--- src/srp_pkg.sv ---
// Constants, field layouts and state codes for the standby, reset and prescaler block.
// Assumes one 20 MHz clock that stands in for the oscillator and a synchronous reset.
// How it works
// - The standby instruction puts the device into low-power standby.
// - After the instruction's machine cycle ends, oscillator stops and operation ceases.
// - In external clock mode, standby gates the clock off from all internal logic.
// - Standby keeps program counter, registers and RAM unchanged.
// - Leaving standby by reset restarts from the power-up state.
// - A rising restart pin edge in standby first restarts the oscillator.
// - Eight stable oscillator clocks are counted before the system clock returns.
// - After restart wake-up, execution continues at the retained program counter.
// - Restart pin wake-up works only when its port is strapped as input.
// - Reset low initialises every internal circuit.
// - Prescaler is a 12-bit up-counter on the machine clock, six oscillator periods.
// - Twelve taps divide the machine clock by 2 through 4096.
// - Control bit 2 set halts the prescaler and silences all its clocks.
// - Control bit 2 cleared restarts the prescaler counting from zero.
// - An external interrupt edge in standby is latched and served after release.

package srp_pkg;

  // ==========================================================================
  // Widths and timing
  localparam int unsigned PSC_W       = 12;
  localparam int unsigned MC_DIV      = 6;
  localparam int unsigned WARM_CLKS   = 8;
  localparam int unsigned ADDR_W      = 4;
  localparam int unsigned DATA_W      = 8;

  // ==========================================================================
  // Register offsets
  localparam logic [3:0] REG_CTRL     = 4'h0;
  localparam logic [3:0] REG_TAPSEL   = 4'h1;
  localparam logic [3:0] REG_STATUS   = 4'h2;
  localparam logic [3:0] REG_CNT_LO   = 4'h3;
  localparam logic [3:0] REG_CNT_HI   = 4'h4;

  // ==========================================================================
  // Fields and reset values
  localparam int unsigned CTRL_STOP_BIT = 2;
  localparam logic [7:0]  CTRL_RESET    = 8'h00;
  localparam logic [3:0]  TAPSEL_RESET  = 4'h0;
  localparam logic [3:0]  TAPSEL_MAX    = 4'hb;
  localparam logic [2:0]  MC_LAST       = 3'h5;
  localparam logic [3:0]  WARM_LAST     = 4'h7;

  // ==========================================================================
  // Power state
  typedef enum logic [2:0] {
    SRP_RUN       = 3'b000,
    SRP_HALT_WAIT = 3'b001,
    SRP_STANDBY   = 3'b010,
    SRP_WARMUP    = 3'b011,
    SRP_RESUME    = 3'b100
  } srp_state_e;

endpackage : srp_pkg

--- src/srp_psc_if.sv ---
// Carrier between the power controller and the prescaler.
// Assumes both ends run on the same clock.
`timescale 1ns/10ps
`default_nettype none

interface srp_psc_if;
  logic              run;
  logic              stop;
  logic [3:0]        sel;
  logic              mc_tick;
  logic [11:0]       count;
  logic [11:0]       taps;
  logic              ckout;

  modport ctl (output run, output stop, output sel,
               input mc_tick, input count, input taps, input ckout);
  modport psc (input run, input stop, input sel,
               output mc_tick, output count, output taps, output ckout);
endinterface : srp_psc_if

`default_nettype wire

--- src/srp_prescaler.sv ---
// Machine-cycle divider and 12-bit prescaler with tap pulses and clock-output level.
// Assumes run is low whenever the system clock is gated off.
`timescale 1ns/10ps
`default_nettype none

module srp_prescaler
  import srp_pkg::*;
(
  // Clock and reset
  input  wire logic clk,
  input  wire logic reset_n,
  // Controller side
  srp_psc_if.psc    pif
);

  typedef struct packed {
    logic [2:0]        mc_cnt;
    logic              mc_tick;
    logic [PSC_W-1:0]  count;
    logic [PSC_W-1:0]  taps;
    logic              ckout;
  } srp_psc_s;

  srp_psc_s st;
  srp_psc_s next_st;

  // ==========================================================================
  // Next state
  always_comb begin
    logic [PSC_W-1:0] inc;
    inc     = st.count + 12'h001;
    next_st = st;
    next_st.mc_tick = 1'b0;
    next_st.taps    = '0;
    if (pif.stop) begin
      next_st = '0;
    end else if (pif.run) begin
      if (st.mc_cnt == MC_LAST) begin
        next_st.mc_cnt  = 3'h0;
        next_st.mc_tick = 1'b1;
        next_st.count   = inc;
        for (int k = 0; k < PSC_W; k++) begin
          next_st.taps[k] = &(st.count | ~((12'h002 << k) - 12'h001));
        end
        next_st.ckout = inc[pif.sel];
      end else begin
        next_st.mc_cnt = st.mc_cnt + 3'h1;
      end
    end
  end

  always_ff @(posedge clk) begin
    if (!reset_n) begin
      st <= '0;
    end else begin
      st <= next_st;
    end
  end

  assign pif.mc_tick = st.mc_tick;
  assign pif.count   = st.count;
  assign pif.taps    = st.taps;
  assign pif.ckout   = st.ckout;

endmodule : srp_prescaler

`default_nettype wire

--- src/srp_standby_ctrl.sv ---
// Standby, wake-up and reset control with the prescaler attached.
// Assumes pins are synchronous to clk and that the CPU core obeys hold and resume.
//
// The plain strobed port and the placing of the registers were left to the implementer.
`timescale 1ns/10ps
`default_nettype none

module srp_standby_ctrl
  import srp_pkg::*;
(
  // Clock and reset
  input  wire logic              clk,
  input  wire logic              reset_n,
  // CPU core
  input  wire logic              enter_standby_instruction,
  input  wire logic              ext_irq_ack,
  output logic                   sys_clk_enable,
  output logic                   hold_state,
  output logic                   resume_pulse,
  output logic                   cold_start,
  output logic                   ext_irq_pending,
  // Pins and straps
  input  wire logic              oscillator_input_pin,
  input  wire logic              ext_clock_mode,
  input  wire logic              restart_wake_pin,
  input  wire logic              wake_capable_port,
  input  wire logic              external_interrupt_input,
  output logic                   osc_enable,
  output logic                   divided_clock_output_pin,
  // Prescaler taps
  output logic [PSC_W-1:0]       prescaler_taps,
  // Register port
  input  wire logic [ADDR_W-1:0] addr,
  input  wire logic [DATA_W-1:0] wr_data,
  input  wire logic              wr_strobe,
  input  wire logic              rd_strobe,
  output logic [DATA_W-1:0]      rd_data
);

  // ==========================================================================
  // State
  typedef struct packed {
    srp_state_e        state;
    logic [3:0]        warm_cnt;
    logic              osc_prev;
    logic              wake_prev;
    logic              irq_prev;
    logic              wake_ok;
    logic              irq_pend;
    logic              resume;
    logic              cold;
    logic              sys_en;
    logic              osc_en;
    logic              hold;
    logic [DATA_W-1:0] ctrl;
    logic [3:0]        tapsel;
    logic [DATA_W-1:0] rdata;
  } srp_ctl_s;

  srp_ctl_s st;
  srp_ctl_s next_st;

  srp_psc_if pif ();

  // ==========================================================================
  // Helpers
  function automatic logic [3:0] clamp_sel(input logic [3:0] v);
    clamp_sel = (v > TAPSEL_MAX) ? TAPSEL_MAX : v;
  endfunction : clamp_sel

  function automatic logic rise(input logic prev, input logic now);
    rise = now & ~prev;
  endfunction : rise

  // ==========================================================================
  // Prescaler
  srp_prescaler u_psc (
    .clk     (clk),
    .reset_n (reset_n),
    .pif     (pif)
  );

  assign pif.run  = st.sys_en;
  assign pif.stop = st.ctrl[CTRL_STOP_BIT];
  assign pif.sel  = st.tapsel;

  // ==========================================================================
  // Next state
  always_comb begin
    logic osc_edge;
    logic wake_edge;
    logic irq_edge;
    osc_edge  = rise(st.osc_prev, oscillator_input_pin);
    wake_edge = rise(st.wake_prev, restart_wake_pin);
    irq_edge  = rise(st.irq_prev, external_interrupt_input);
    next_st   = st;

    // Pin samples run on the free clock, never on the gated one
    next_st.osc_prev  = oscillator_input_pin;
    next_st.wake_prev = restart_wake_pin;
    next_st.irq_prev  = external_interrupt_input;
    next_st.wake_ok   = wake_capable_port;
    next_st.resume    = 1'b0;
    next_st.cold      = 1'b0;

    // Pending interrupt: a new edge beats a same-cycle acknowledge
    if (ext_irq_ack) begin
      next_st.irq_pend = 1'b0;
    end
    if (irq_edge) begin
      next_st.irq_pend = 1'b1;
    end

    unique case (st.state)
      SRP_RUN: begin
        if (enter_standby_instruction) begin
          next_st.state = SRP_HALT_WAIT;
        end
      end
      SRP_HALT_WAIT: begin
        // The halt cycle itself finishes before anything stops; a stopped
        // prescaler gives no machine tick, so halt must not wait for one
        if (pif.mc_tick || pif.stop) begin
          next_st.state  = SRP_STANDBY;
          next_st.sys_en = 1'b0;
          next_st.osc_en = 1'b0;
          next_st.hold   = 1'b1;
        end
      end
      SRP_STANDBY: begin
        // An external source keeps no oscillator of ours; the gate alone stops it
        if (wake_edge && st.wake_ok) begin
          next_st.state    = SRP_WARMUP;
          next_st.osc_en   = 1'b1;
          next_st.warm_cnt = 4'h0;
        end
      end
      SRP_WARMUP: begin
        // An external clock must already toggle here, or warm-up never ends
        if (osc_edge) begin
          if (st.warm_cnt == WARM_LAST) begin
            next_st.state  = SRP_RESUME;
            next_st.sys_en = 1'b1;
          end else begin
            next_st.warm_cnt = st.warm_cnt + 4'h1;
          end
        end
      end
      SRP_RESUME: begin
        next_st.state  = SRP_RUN;
        next_st.hold   = 1'b0;
        next_st.resume = 1'b1;
      end
      default: begin
        next_st.state  = SRP_RUN;
        next_st.sys_en = 1'b1;
        next_st.osc_en = 1'b1;
        next_st.hold   = 1'b0;
      end
    endcase

    // Register writes
    if (wr_strobe) begin
      unique case (addr)
        REG_CTRL:   next_st.ctrl   = wr_data;
        REG_TAPSEL: next_st.tapsel = clamp_sel(wr_data[3:0]);
        default:    next_st.ctrl   = st.ctrl;
      endcase
    end

    // Register reads, answered in the next cycle only
    next_st.rdata = '0;
    if (rd_strobe) begin
      unique case (addr)
        REG_CTRL:   next_st.rdata = st.ctrl;
        REG_TAPSEL: next_st.rdata = {4'h0, st.tapsel};
        REG_STATUS: next_st.rdata = {st.irq_pend, st.wake_ok, ext_clock_mode,
                                     st.hold, st.sys_en, st.state};
        REG_CNT_LO: next_st.rdata = pif.count[7:0];
        REG_CNT_HI: next_st.rdata = {4'h0, pif.count[PSC_W-1:8]};
        default:    next_st.rdata = '0;
      endcase
    end
  end

  // ==========================================================================
  // Registers
  always_ff @(posedge clk) begin
    if (!reset_n) begin
      st          <= '0;
      st.state    <= SRP_RUN;
      st.sys_en   <= 1'b1;
      st.osc_en   <= 1'b1;
      st.cold     <= 1'b1;
      st.ctrl     <= CTRL_RESET;
      st.tapsel   <= TAPSEL_RESET;
    end else begin
      st <= next_st;
    end
  end

  // ==========================================================================
  // Outputs
  assign sys_clk_enable           = st.sys_en;
  assign osc_enable               = st.osc_en;
  assign hold_state               = st.hold;
  assign resume_pulse             = st.resume;
  assign cold_start               = st.cold;
  assign ext_irq_pending          = st.irq_pend;
  assign rd_data                  = st.rdata;
  assign prescaler_taps           = pif.taps;
  assign divided_clock_output_pin = pif.ckout;

endmodule : srp_standby_ctrl

`default_nettype wire

--- config.mk ---
export PLATFORM = sky130hd
export DESIGN_NAME = srp_standby_ctrl
export DESIGN_NICKNAME = d
export VERILOG_FILES = /design/src/srp_pkg.sv /design/src/srp_psc_if.sv /design/src/srp_prescaler.sv /design/src/srp_standby_ctrl.sv
export SDC_FILE = /design/constraint.sdc
export NUM_CORES = 1
export LEC_CHECK = 0
export ABC_AREA = 1
export BUFFER_PORTS_ARGS = -buffer_cell sky130_fd_sc_hd__buf_2
export CORE_ASPECT_RATIO = 0.75
export CORE_MARGIN = 8
export CORE_UTILIZATION = 26
export CTS_BUF_LIST = sky130_fd_sc_hd__clkbuf_4 sky130_fd_sc_hd__clkbuf_8
export CTS_CLUSTER_SIZE = 12
export DETAILED_ROUTE_END_ITERATION = 8
export HOLD_SLACK_MARGIN = 0.08
export SKIP_CTS_REPAIR_TIMING = 1
export SLEW_MARGIN = 25
export SYNTH_ARGS = -nofsm -noshare
export SYNTH_HDL_FRONTEND = slang
export SYNTH_SLANG_ARGS = --single-unit
--- constraint.sdc ---
create_clock -name clk -period 2.2 [get_ports clk]
set_clock_uncertainty 0.2 [all_clocks]
set_input_delay 0 -clock clk [delete_from_list [all_inputs] [get_ports clk]]
set_output_delay 0 -clock clk [all_outputs]
set_load 0.1 [all_outputs]
==> key figures, run 1 <==
Outcome
  – Outcome: complete, no violations

Yosys
  – Synth Area per Inst: 7.61 um2
  – Post-Syn Area: 0.00310 mm2
  – Main synth FF type: dfxtp_1
  – Leading area contributor after synthesis: dfxtp_1
  – Commonest cells in the netlist: dfxtp_1 (66), inv_1 (61), nand2_1 (58)
  – Synth top area cells: dfxtp_1 (43%), inv_1 (7.4%), nand2_1 (7.0%)
  – Ys async rst share: 0%
  – Gate Count Post-Synth: 407
  – Synth warn: 0
  – Seq/Total Area, Yosys: 42.6%
  – Synth Register Bits: 66
  – Synth Net Count: 435
  – Count leader, synth: dfxtp_1
  – Post-synth EDFFs: 0
  – Distinct cell type count of the synthesized netlist: 36
  – Synth top area share: between 40% and 50%

Floorplan
  – Core Footprint: 0.0116 mm2
  – Io pins: 50
  – Rows: 34
  – Chip Width: 142 um
  – DIE AREA: about 0.016 mm2
  – Starting Density: 26.7%
  – Chip Height: 111 um

Timing
  – Max Fclk: 0.480 GHz
  – Slew @ Worst Pin: approximately 570 ps
  – Final hold vios: 0
  – Final setup viols: 0
  – Max_slew headroom: approximately 62%
  – Max Transition Viols Final: 0
  – Part of the cycle the worst path needs: between 90 and 100%
  – RSZ-0062 raised after global routing: false
  – Setup TNS: 0 ps
  – Tmin final: 2080 ps

Drt
  – Pre-antenna DRT Iters: 4
  – DR iter-0 viols: 195
  – Antenna Violating Nets Remaining: 0
  – DR vias: 2878
  – Vias/cell: 4.45
  – Routed wire length: between 8 and 9 mm
  – DRC: 0
  – WL/cell: approximately 13 um

Layout
  – Inserted Diodes: 0
  – Final Non-Filler Cells: 647
  – Share of cells above drive strength 1: 19.8%
  – # fillers: about 1200
  – Final net count: 508
  – Area Overhead vs Synth: 28.8%

Place
  – Routability cong.: 0.849
  – Placed cell count: between 500 and 600
  – PortBufs: 49
  – Detailed placement HPWL: 5.91 mm

CTS
  – H-tree Lvls: 3
  – Clock Latency Late Sink: between 300 and 400 ps
  – Clk slew on worst S/H paths: 70 ps
  – CTS tree: done
  – CTS Sinks: 66
  – CTS buffer count: 9
  – Maximum clock path buffer count: 2
  – CTS root buf: clkbuf_8

Worst setup path
  – Critical path class: in2reg
  – R2R cell count: 12
  – Crit path DAT: 2170 ps
  – CP required: 2290 ps
  – Critical Path Sink Type: register
  – Crit Path Max Fanout: 4
  – Critical path startpoint category: input port

Global route
  – GRT Residual Overflow: 0
  – Vias in the first global route: about 2600
  – Pin count of the biggest net entering global routing: 23
  – GRT Util Overall: about a tenth
  – Global-route wire length before repair: 12.3 mm
  – Antenna violations before repair: 0

Flow run
  – Max_cap viols: 0

Worst hold path
  – Tightest Hold Check Type: in2reg
  – Hold depth: 4

Power
  – P per Cell Area: 755 mW/mm2
  – Final Power: 3010 uW
  – Lkg Pwr: 0.00169 uW
  – Maximum VDD drop: 339 uV
## flip-flops by register name, summed over array words and instances, names as in the netlist
register and flops:
osc_enable 1, st 18, hold_state 1, pif.stop 1
u_psc.pif.count 12, pif.sel 4, cold_start 1, rd_data 8
ext_irq_pending 1, resume_pulse 1, u_psc.pif.mc_tick 1, u_psc.st 3
u_psc.pif.ckout 1, u_psc.pif.taps 12, sys_clk_enable 1
## worst max-delay path: stages
cell and delay [ps]:
dlygate4sd3_1 540, buf_2 150, nor2_1 140, nand2_1 60
dlygate4sd3_1 560, a21oi_1 140, dlygate4sd3_1 580
## cell families (layout without fill, tap and decap cells)
family	after synthesis	after routing	synth area share [%]
adder cells (fa/ha/maj)	5	5	2.02
buffers and inverters	97	175	14.4
flip-flops	66	66	42.6
AO/OA/AOI/OAI	79	79	15.9
AND/OR/NAND/NOR	160	160	25.1
## cell type report
cell class | count | area (um2) | share of cell area, %
clock inverters | 6 | 90.1 | 2.26
repair buffers | 90 | 651 | 16.3
well taps | 162 | 203 | 5.08
clock buffers | 10 | 138 | 3.45
flip-flops and latches | 66 | 1320 | 33.1
multi-input cells | 244 | 1330 | 33.3
inverters | 69 | 259 | 6.49
## layer usage
metal / vias to the layer above / track usage (%) / share of wire (%)
met5: - / 0 / 0
met3: 7 / 4.13 / 7.9
li1: 1461 / - / -
met2: 91 / 14.2 / 46
met1: 1319 / 12.6 / 45
met4: 0 / 4.00 / 1.1
## power by group
part / total [uW] / internal (uW) / switching, uW
sequential: 1320 / 1260 / 64.0
clock: 1160 / 670 / 487
combinational: 536 / 175 / 361
## through the flow
step | hold slack [ps] | util (%) | worst slack [ps] | instance area (um2)
final | 30.8 | 34.4 | 118 | 3990
after global routing | 97.3 | 34.4 | 24.0 | 3990
after CTS | -393 | 31.0 | 226 | 3600
after detailed placement | -14.9 | 29.1 | 242 | 3370
after global placement | -17.1 | 29.1 | 284 | 3370
after floorplan | -102 | - | 64.1 | 3100
## cells in the final DEF (no fill, tap or decap), types with 3 or more instances in the layout
cell type	n
a21oi_1	24
o21ai_1	4
nor3_1	7
o21ai_0	17
clkbuf_8	10
a211oi_1	8
o211ai_1	6
dfxtp_1	66
inv_2	8
nor2_1	40
inv_1	61
ha_1	5
nand3_1	27
nand2_4	3
o221ai_1	3
nand4_1	5
buf_2	49
nand2_1	58
nor2_2	7
dlygate4sd3_1	39
o22ai_1	9
## worst paths after layout
path | startpoint | to | slack (ps)
max | wr_data[3] | pif.sel[2] | 120
min | wr_strobe | pif.sel[1] | 30
max reg2reg | u_psc.pif.count[1] | u_psc.pif.ckout | 240
min reg2reg | st[15] | st[15] | 260
Note: power is estimated with default switching activity, not from simulation.
==> run 2, diff against run 1 <==
Settings changed: SYNTH_HIERARCHICAL set to 1.
==> key figures, run 2 <==
Timing
  – Final setup viols: 0 (unchanged)
  – Slew @ Worst Pin: 570 ps (+0.649 ps)
  – Setup TNS: 0 ps (unchanged)
  – Max Transition Viols Final: 0 (unchanged)
  – Part of the cycle the worst path needs: 97.2% (+2.6 points)
  – Tmin final: 2140 ps (+56.5 ps)
  – Max_slew headroom: 61.9% (about the same)
  – Max Fclk: 0.468 GHz (-2.6%)
  – RSZ-0062 raised after global routing: false
  – Final hold vios: 0 (unchanged)

Yosys
  – Gate Count Post-Synth: 463 (+14%)
  – Main synth FF type: dfxtp_1
  – Ys async rst share: 0% (unchanged)
  – Synth Register Bits: 66 (unchanged)
  – Leading area contributor after synthesis: dfxtp_1
  – Synth Net Count: 491 (+13%)
  – Seq/Total Area, Yosys: 39.7% (-3.0 points)
  – Synth warn: 6 (+6)
  – Synth top area cells: dfxtp_1 (40%), nand2_1 (11%), buf_4 (7.4%)
  – Synth top area share: 39.7% (-3.0 points)
  – Post-Syn Area: 0.00333 mm2 (+7.5%)
  – Synth Area per Inst: 7.20 um2 (-5.5%)
  – Commonest cells in the netlist: nand2_1 (99), dfxtp_1 (66), inv_1 (57)
  – Count leader, synth: nand2_1
  – Distinct cell type count of the synthesized netlist: 34 (-5.6%)
  – Post-synth EDFFs: 0 (unchanged)

CTS
  – H-tree Lvls: 3 (unchanged)
  – CTS Sinks: 66 (unchanged)
  – Clk slew on worst S/H paths: 70 ps (about the same)
  – Maximum clock path buffer count: 2 (unchanged)
  – CTS root buf: clkbuf_8
  – Clock Latency Late Sink: 340 ps (-20 ps)
  – CTS tree: done
  – CTS buffer count: 9 (unchanged)

Worst setup path
  – Critical Path Sink Type: register
  – Crit path DAT: 2170 ps (about the same)
  – Worst-path cell chain: dlygate4sd3_1, buf_2, buf_4, nand2_1, dlygate4sd3_1, nor2_1, dlygate4sd3_1
  – Crit Path Max Fanout: 12 (+8)
  – Top cell by count, worst path: dlygate4sd3_1
  – Slowest stage delay, CP: 610 ps (+30 ps)
  – Slowest stage cell, crit path: dlygate4sd3_1
  – R2R cell count: 12 (unchanged)
  – Critical path startpoint category: input port
  – Critical path class: in2reg
  – CP required: 2240 ps (-50 ps)

Drt
  – Antenna Violating Nets Remaining: 0 (unchanged)
  – WL/cell: 12.4 um (-2.1%)
  – Pre-antenna DRT Iters: 5 (+1)
  – DR vias: 3081 (+7.1%)
  – DRC: 0 (unchanged)
  – Vias/cell: 4.38 (-1.6%)
  – Routed wire length: 8.73 mm (+6.6%)
  – DR iter-0 viols: 214 (+9.7%)

Flow run
  – Max_cap viols: 0 (unchanged)

Power
  – Maximum VDD drop: 287 uV (-15%)
  – P per Cell Area: 763 mW/mm2 (+1.1%)
  – Lkg Pwr: 0.00185 uW (+9.4%)
  – Final Power: 3200 uW (+6.2%)

Global route
  – Global-route met3 utilization: 4.07% (-0.056 points)
  – Met2 Use GR: 13.5% (-0.67 points)
  – Global-route wire length before repair: 13.7 mm (+11%)
  – GRT Util Overall: 10.3% (+0.41 points)
  – Antenna violations before repair: 2 (+2)
  – Vias in the first global route: 2733 (+6.3%)
  – GRT Residual Overflow: 0 (unchanged)
  – Busiest metal layer after global routing: met1
  – Met1 GRT Util: 14.4% (+1.8 points)
  – Pin count of the biggest net entering global routing: 26 (+13%)

Layout
  – Most common cell after layout, fill and taps aside: nand2_1
  – # fillers: 1303 (+9.5%)
  – Share of cells above drive strength 1: 18.4% (-1.4 points)
  – Most frequent cells in the layout: nand2_1 (99), dfxtp_1 (65), inv_1 (57)
  – Top reg by flops: st
  – Final net count: 561 (+10%)
  – Final standard cell area without fillers: 0.00420 mm2 (+5.1%)
  – Number of flip-flops under the largest register name: 18 (unchanged)
  – Final Non-Filler Cells: 704 (+8.8%)
  – Inserted Diodes: 0 (unchanged)
  – Area Overhead vs Synth: 25.9%

Place
  – Post-DP Area: 0.00355 mm2 (+5.1%)
  – Routability cong.: 0.856 (+0.84%)
  – Placed cell count: 644 (+8.8%)
  – PortBufs: 49 (unchanged)
  – Detailed placement HPWL: 6.56 mm (+11%)

Floorplan
  – Core Footprint: 0.0124 mm2 (+6.7%)
  – Chip Width: 147 um (+3.3%)
  – Chip Height: 114 um (+3.2%)
  – Io pins: 50 (unchanged)
  – Rows: 35 (+2.9%)
  – Starting Density: 26.9% (+0.20 points)
  – DIE AREA: 0.0167 mm2 (+6.5%)

Worst hold path
  – Hold depth: 6 (+2)
  – Tightest Hold Check Type: in2reg

Outcome
  – Outcome: complete, no violations
-- run 2: cell count changes after synthesis, moves of 8 or more --
cell      change
nand4_1       +8
o22ai_1       -9
nand3_1      +22
nand2_1      +41
buf_4        +13
a211oi_1      -8
-- run 2: kinds of logic (layout without fill, tap and decap cells) --
| logic type | count (synthesis) | after routing | share of synthesized area (%) |
|---|---|---|---|
| adders and majority gates | 5 | 5 | 1.88 |
| DFF | 66 | 66 | 39.7 |
| AOI/OAI and AO/OA | 53 | 53 | 8.90 |
| buffers and inverters | 105 | 180 | 15.9 |
| xor gates and xnor gates | 1 | 1 | 0.263 |
| and+or+nand+nor | 233 | 233 | 33.4 |
-- run 2: power by group --
part | switching [uW] | internal (uW) | leakage [uW]
logic | 523 | 256 | 0.00122
clock network | 471 | 553 | 0.0000945
registers | 102 | 1300 | 0.000536
-- run 2: area by class of cell --
type,count,area (um2),share of cell area (%)
Tap cell,166,208,4.95
Clock inverter,6,66.3,1.58
Inverter,64,240,5.73
Sequential cell,66,1320,31.5
Multi-Input combinational cell,292,1480,35.3
Timing Repair Buffer,100,738,17.6
Clock buffer,10,138,3.28
-- run 2: routing by layer --
layer  wire (um)  vias up
li1            -     1598
met1        4520     1393
met2        3550       74
met3         536       12
met4         105        4
met5          23        -
-- run 2: final timing paths --
kind	start	to	slack [ps]
worst max-delay path	reset_n	rd_data[0]	60
worst min-delay path	addr[0]	rd_data[6]	50
worst max register to register	u_psc/pif.count[1]	u_psc/pif.ckout	250
worst min register to register	st[15]	st[15]	270
-- run 2: worst max-delay path: cells and delay by family --
family / cells / cell delay (ps)
buf+inv: 5 / 2020
simple gates: 2 / 150
-- run 2: metrics by stage --
stage,hold slack [ps],util [%],setup WS (ps)
after floorplan,-107,-,14.9
after global placement,-11.7,28.6,267
after detailed placement,-0.734,28.6,173
after CTS,-370,30.3,163
after global routing,99.1,33.9,38.4
final,54.8,33.9,61.6
==> run 3, diff against run 2 <==
Settings changed: GPL_TIMING_DRIVEN set to 0.
==> key figures, run 3 (synthesized netlist as in run 2, its figures left out) <==
Outcome
  – Outcome: complete, no violations

Timing
  – Final setup viols: 0 (unchanged)
  – Max Transition Viols Final: 0 (unchanged)
  – Hold WS: 11.5 ps (-43.3 ps)
  – Part of the cycle the worst path needs: 96.2% (-1.0 points)
  – Setup TNS: 0 ps (unchanged)
  – Final worst setup slack: 83.9 ps (+22.3 ps)
  – Slew @ Worst Pin: 528 ps (-42.4 ps)
  – Max Fclk: 0.473 GHz (+1.1%)
  – Max_slew headroom: 64.8% (+3.0 points)
  – Final hold vios: 0 (unchanged)
  – Tmin final: 2120 ps (-22.3 ps)

Worst hold path
  – Tightest Hold Check Type: in2reg
  – Hold endpoint: rd_data[4]
  – Hold_sp: addr[0]
  – Hold depth: 6 (unchanged)

Floorplan
  – Chip Height: 114 um (unchanged)
  – Io pins: 50 (unchanged)
  – Rows: 35 (unchanged)
  – Core Footprint: 0.0124 mm2 (unchanged)
  – Chip Width: 147 um (unchanged)
  – Starting Density: 26.9% (unchanged)
  – DIE AREA: 0.0167 mm2 (unchanged)

Power
  – Maximum VDD drop: 354 uV (+23%)
  – P per Cell Area: 712 mW/mm2 (-6.7%)
  – Lkg Pwr: 0.00207 uW (+12%)

Worst setup path
  – Family with the most delay on the worst path: buffers and inverters
  – Top cell by count, worst path: dlygate4sd3_1
  – Critical path startpoint category: input port
  – Worst-path cell chain: buf_2, inv_2, nand2_4, nor3_4, buf_4, nand3_1, dlygate4sd3_1, a21oi_1, dlygate4sd3_1
  – WP buf/inv: 5 (unchanged)
  – Reg-to-reg critical path startpoint: u_psc/pif.count[0]
  – Slowest stage cell, crit path: dlygate4sd3_1
  – FF-to-FF End: u_psc/pif.ckout
  – R2R cell count: 12 (unchanged)
  – Critical Path Sink Type: register
  – Reg2Reg Setup Slack: 120 ps (-130 ps)
  – Crit path DAT: 2220 ps (+50 ps)
  – Crit Path Max Fanout: 10 (-2)
  – Critical path class: in2reg
  – Slowest stage delay, CP: 570 ps (-40 ps)
  – CP required: 2300 ps (+60 ps)

Layout
  – Final net count: 601 (+7.1%)
  – Final standard cell area without fillers: 0.00448 mm2 (+6.8%)
  – Number of flip-flops under the largest register name: 18 (unchanged)
  – Multi-input logic area: 0.00148 mm2 (unchanged)
  – Top reg by flops: st
  – Most frequent cells in the layout: nand2_1 (99), dfxtp_1 (64), inv_1 (57)
  – Reg area: 0.00132 mm2 (about the same)
  – Share of cells above drive strength 1: 22.7% (+4.3 points)
  – Area Overhead vs Synth: 34.5%
  – # fillers: 1300 (-0.23%)
  – Most common cell after layout, fill and taps aside: nand2_1
  – Utilization after layout: 36.2% (+2.3 points)

Drt
  – Antenna Violating Nets Remaining: 0 (unchanged)
  – DR iter-0 viols: 240 (+12%)
  – Pre-antenna DRT Iters: 4 (-1)
  – Vias/cell: 4.32 (-1.3%)
  – WL/cell: 12.2 um (-1.8%)
  – DRC: 0 (unchanged)
  – DR vias: 3217 (+4.4%)
  – Routed wire length: 9.07 mm (+3.9%)

CTS
  – Maximum clock path buffer count: 2 (unchanged)
  – Clk slew on worst S/H paths: 70 ps (about the same)
  – H-tree Lvls: 3 (unchanged)
  – CTS buffer count: 9 (unchanged)
  – CTS Sinks: 66 (unchanged)
  – CTS tree: done
  – Clock Latency Late Sink: 360 ps (+20 ps)
  – CTS root buf: clkbuf_8

Global route
  – Antenna violations before repair: 1 (-1)
  – GRT Residual Overflow: 0 (unchanged)
  – Pin count of the biggest net entering global routing: 12 (-54%)
  – Vias in the first global route: 2822 (+3.3%)
  – GRT Util Overall: 10.4% (+0.10 points)
  – Global-route wire length before repair: 13.7 mm (+0.51%)

Place
  – Dpl ws: 11.8 ps (-161 ps)
  – Post-DP Area: 0.00378 mm2 (+6.7%)
  – Detailed placement HPWL: 6.64 mm (+1.1%)
  – Routability cong.: 0.868 (+1.3%)
  – PortBufs: 49 (unchanged)

Flow run
  – Max_cap viols: 0 (unchanged)
run 3: cell count changes in the layout (fill, tap and decap cells not counted), sizes merged:
cell / delta
clkbuf: +3
buf: +31
clkinv: +2
diode: +1
dlygate4sd3: +6
clkinvlp: -2
run 3: where the power goes:
group          total, uW  leakage, uW  switching [uW]  internal, uW
Clock                996    0.0000992             469           527
Sequential          1390     0.000537            90.4          1300
Combinational        810      0.00143             540           270
run 3: through the flow:
step	power, uW	cells
after detailed placement	2180	678
final	3190	745
after global routing	3400	745
after floorplan	2000	463
after CTS	3180	694
after global placement	2150	678
run 3: how the worst max path moves through the flow:
stage	startpoint	endpoint	slack, ps	cells past startpoint
CTS	u_psc/pif.count[0]	u_psc/pif.ckout	-6	12
global placement	u_psc/pif.count[0]	u_psc/pif.ckout	20	12
finish	addr[3]	st[12]	80	9
detailed placement	u_psc/pif.count[0]	u_psc/pif.ckout	10	12
global route	addr[3]	st[12]	-50	9
floorplan	sys_clk_enable	u_psc/pif.taps[6]	10	9
run 3: final cells by class:
class,instances,area share (%)
clock buffers,10,2.93
inverters,64,5.36
well taps,166,4.63
plain buffers,41,6.48
repair buffers,99,16.6
clock inverters,6,1.28
flip-flops and latches,66,29.5
multi-input cells,292,33.1
diodes,1,0.0558
run 3: per-layer routing:
layer,GRT usage [%],part of all wire (%)
met3,3.56,7.0
met5,0,0
met4,5.27,1.9
met2,14.5,43
met1,13.8,48
run 3: worst reg2reg max path: stages, from the launching register on:
cell and delay [ps]:
dfxtp_2 420, ha_2 240, nand2_1 100, nor2_2 180, nand2_1 90, inv_1 60
ha_1 210, inv_1 90, a21oi_1 80, nand2_1 80, a21oi_1 60, nor2_1 120
nor2_1 50
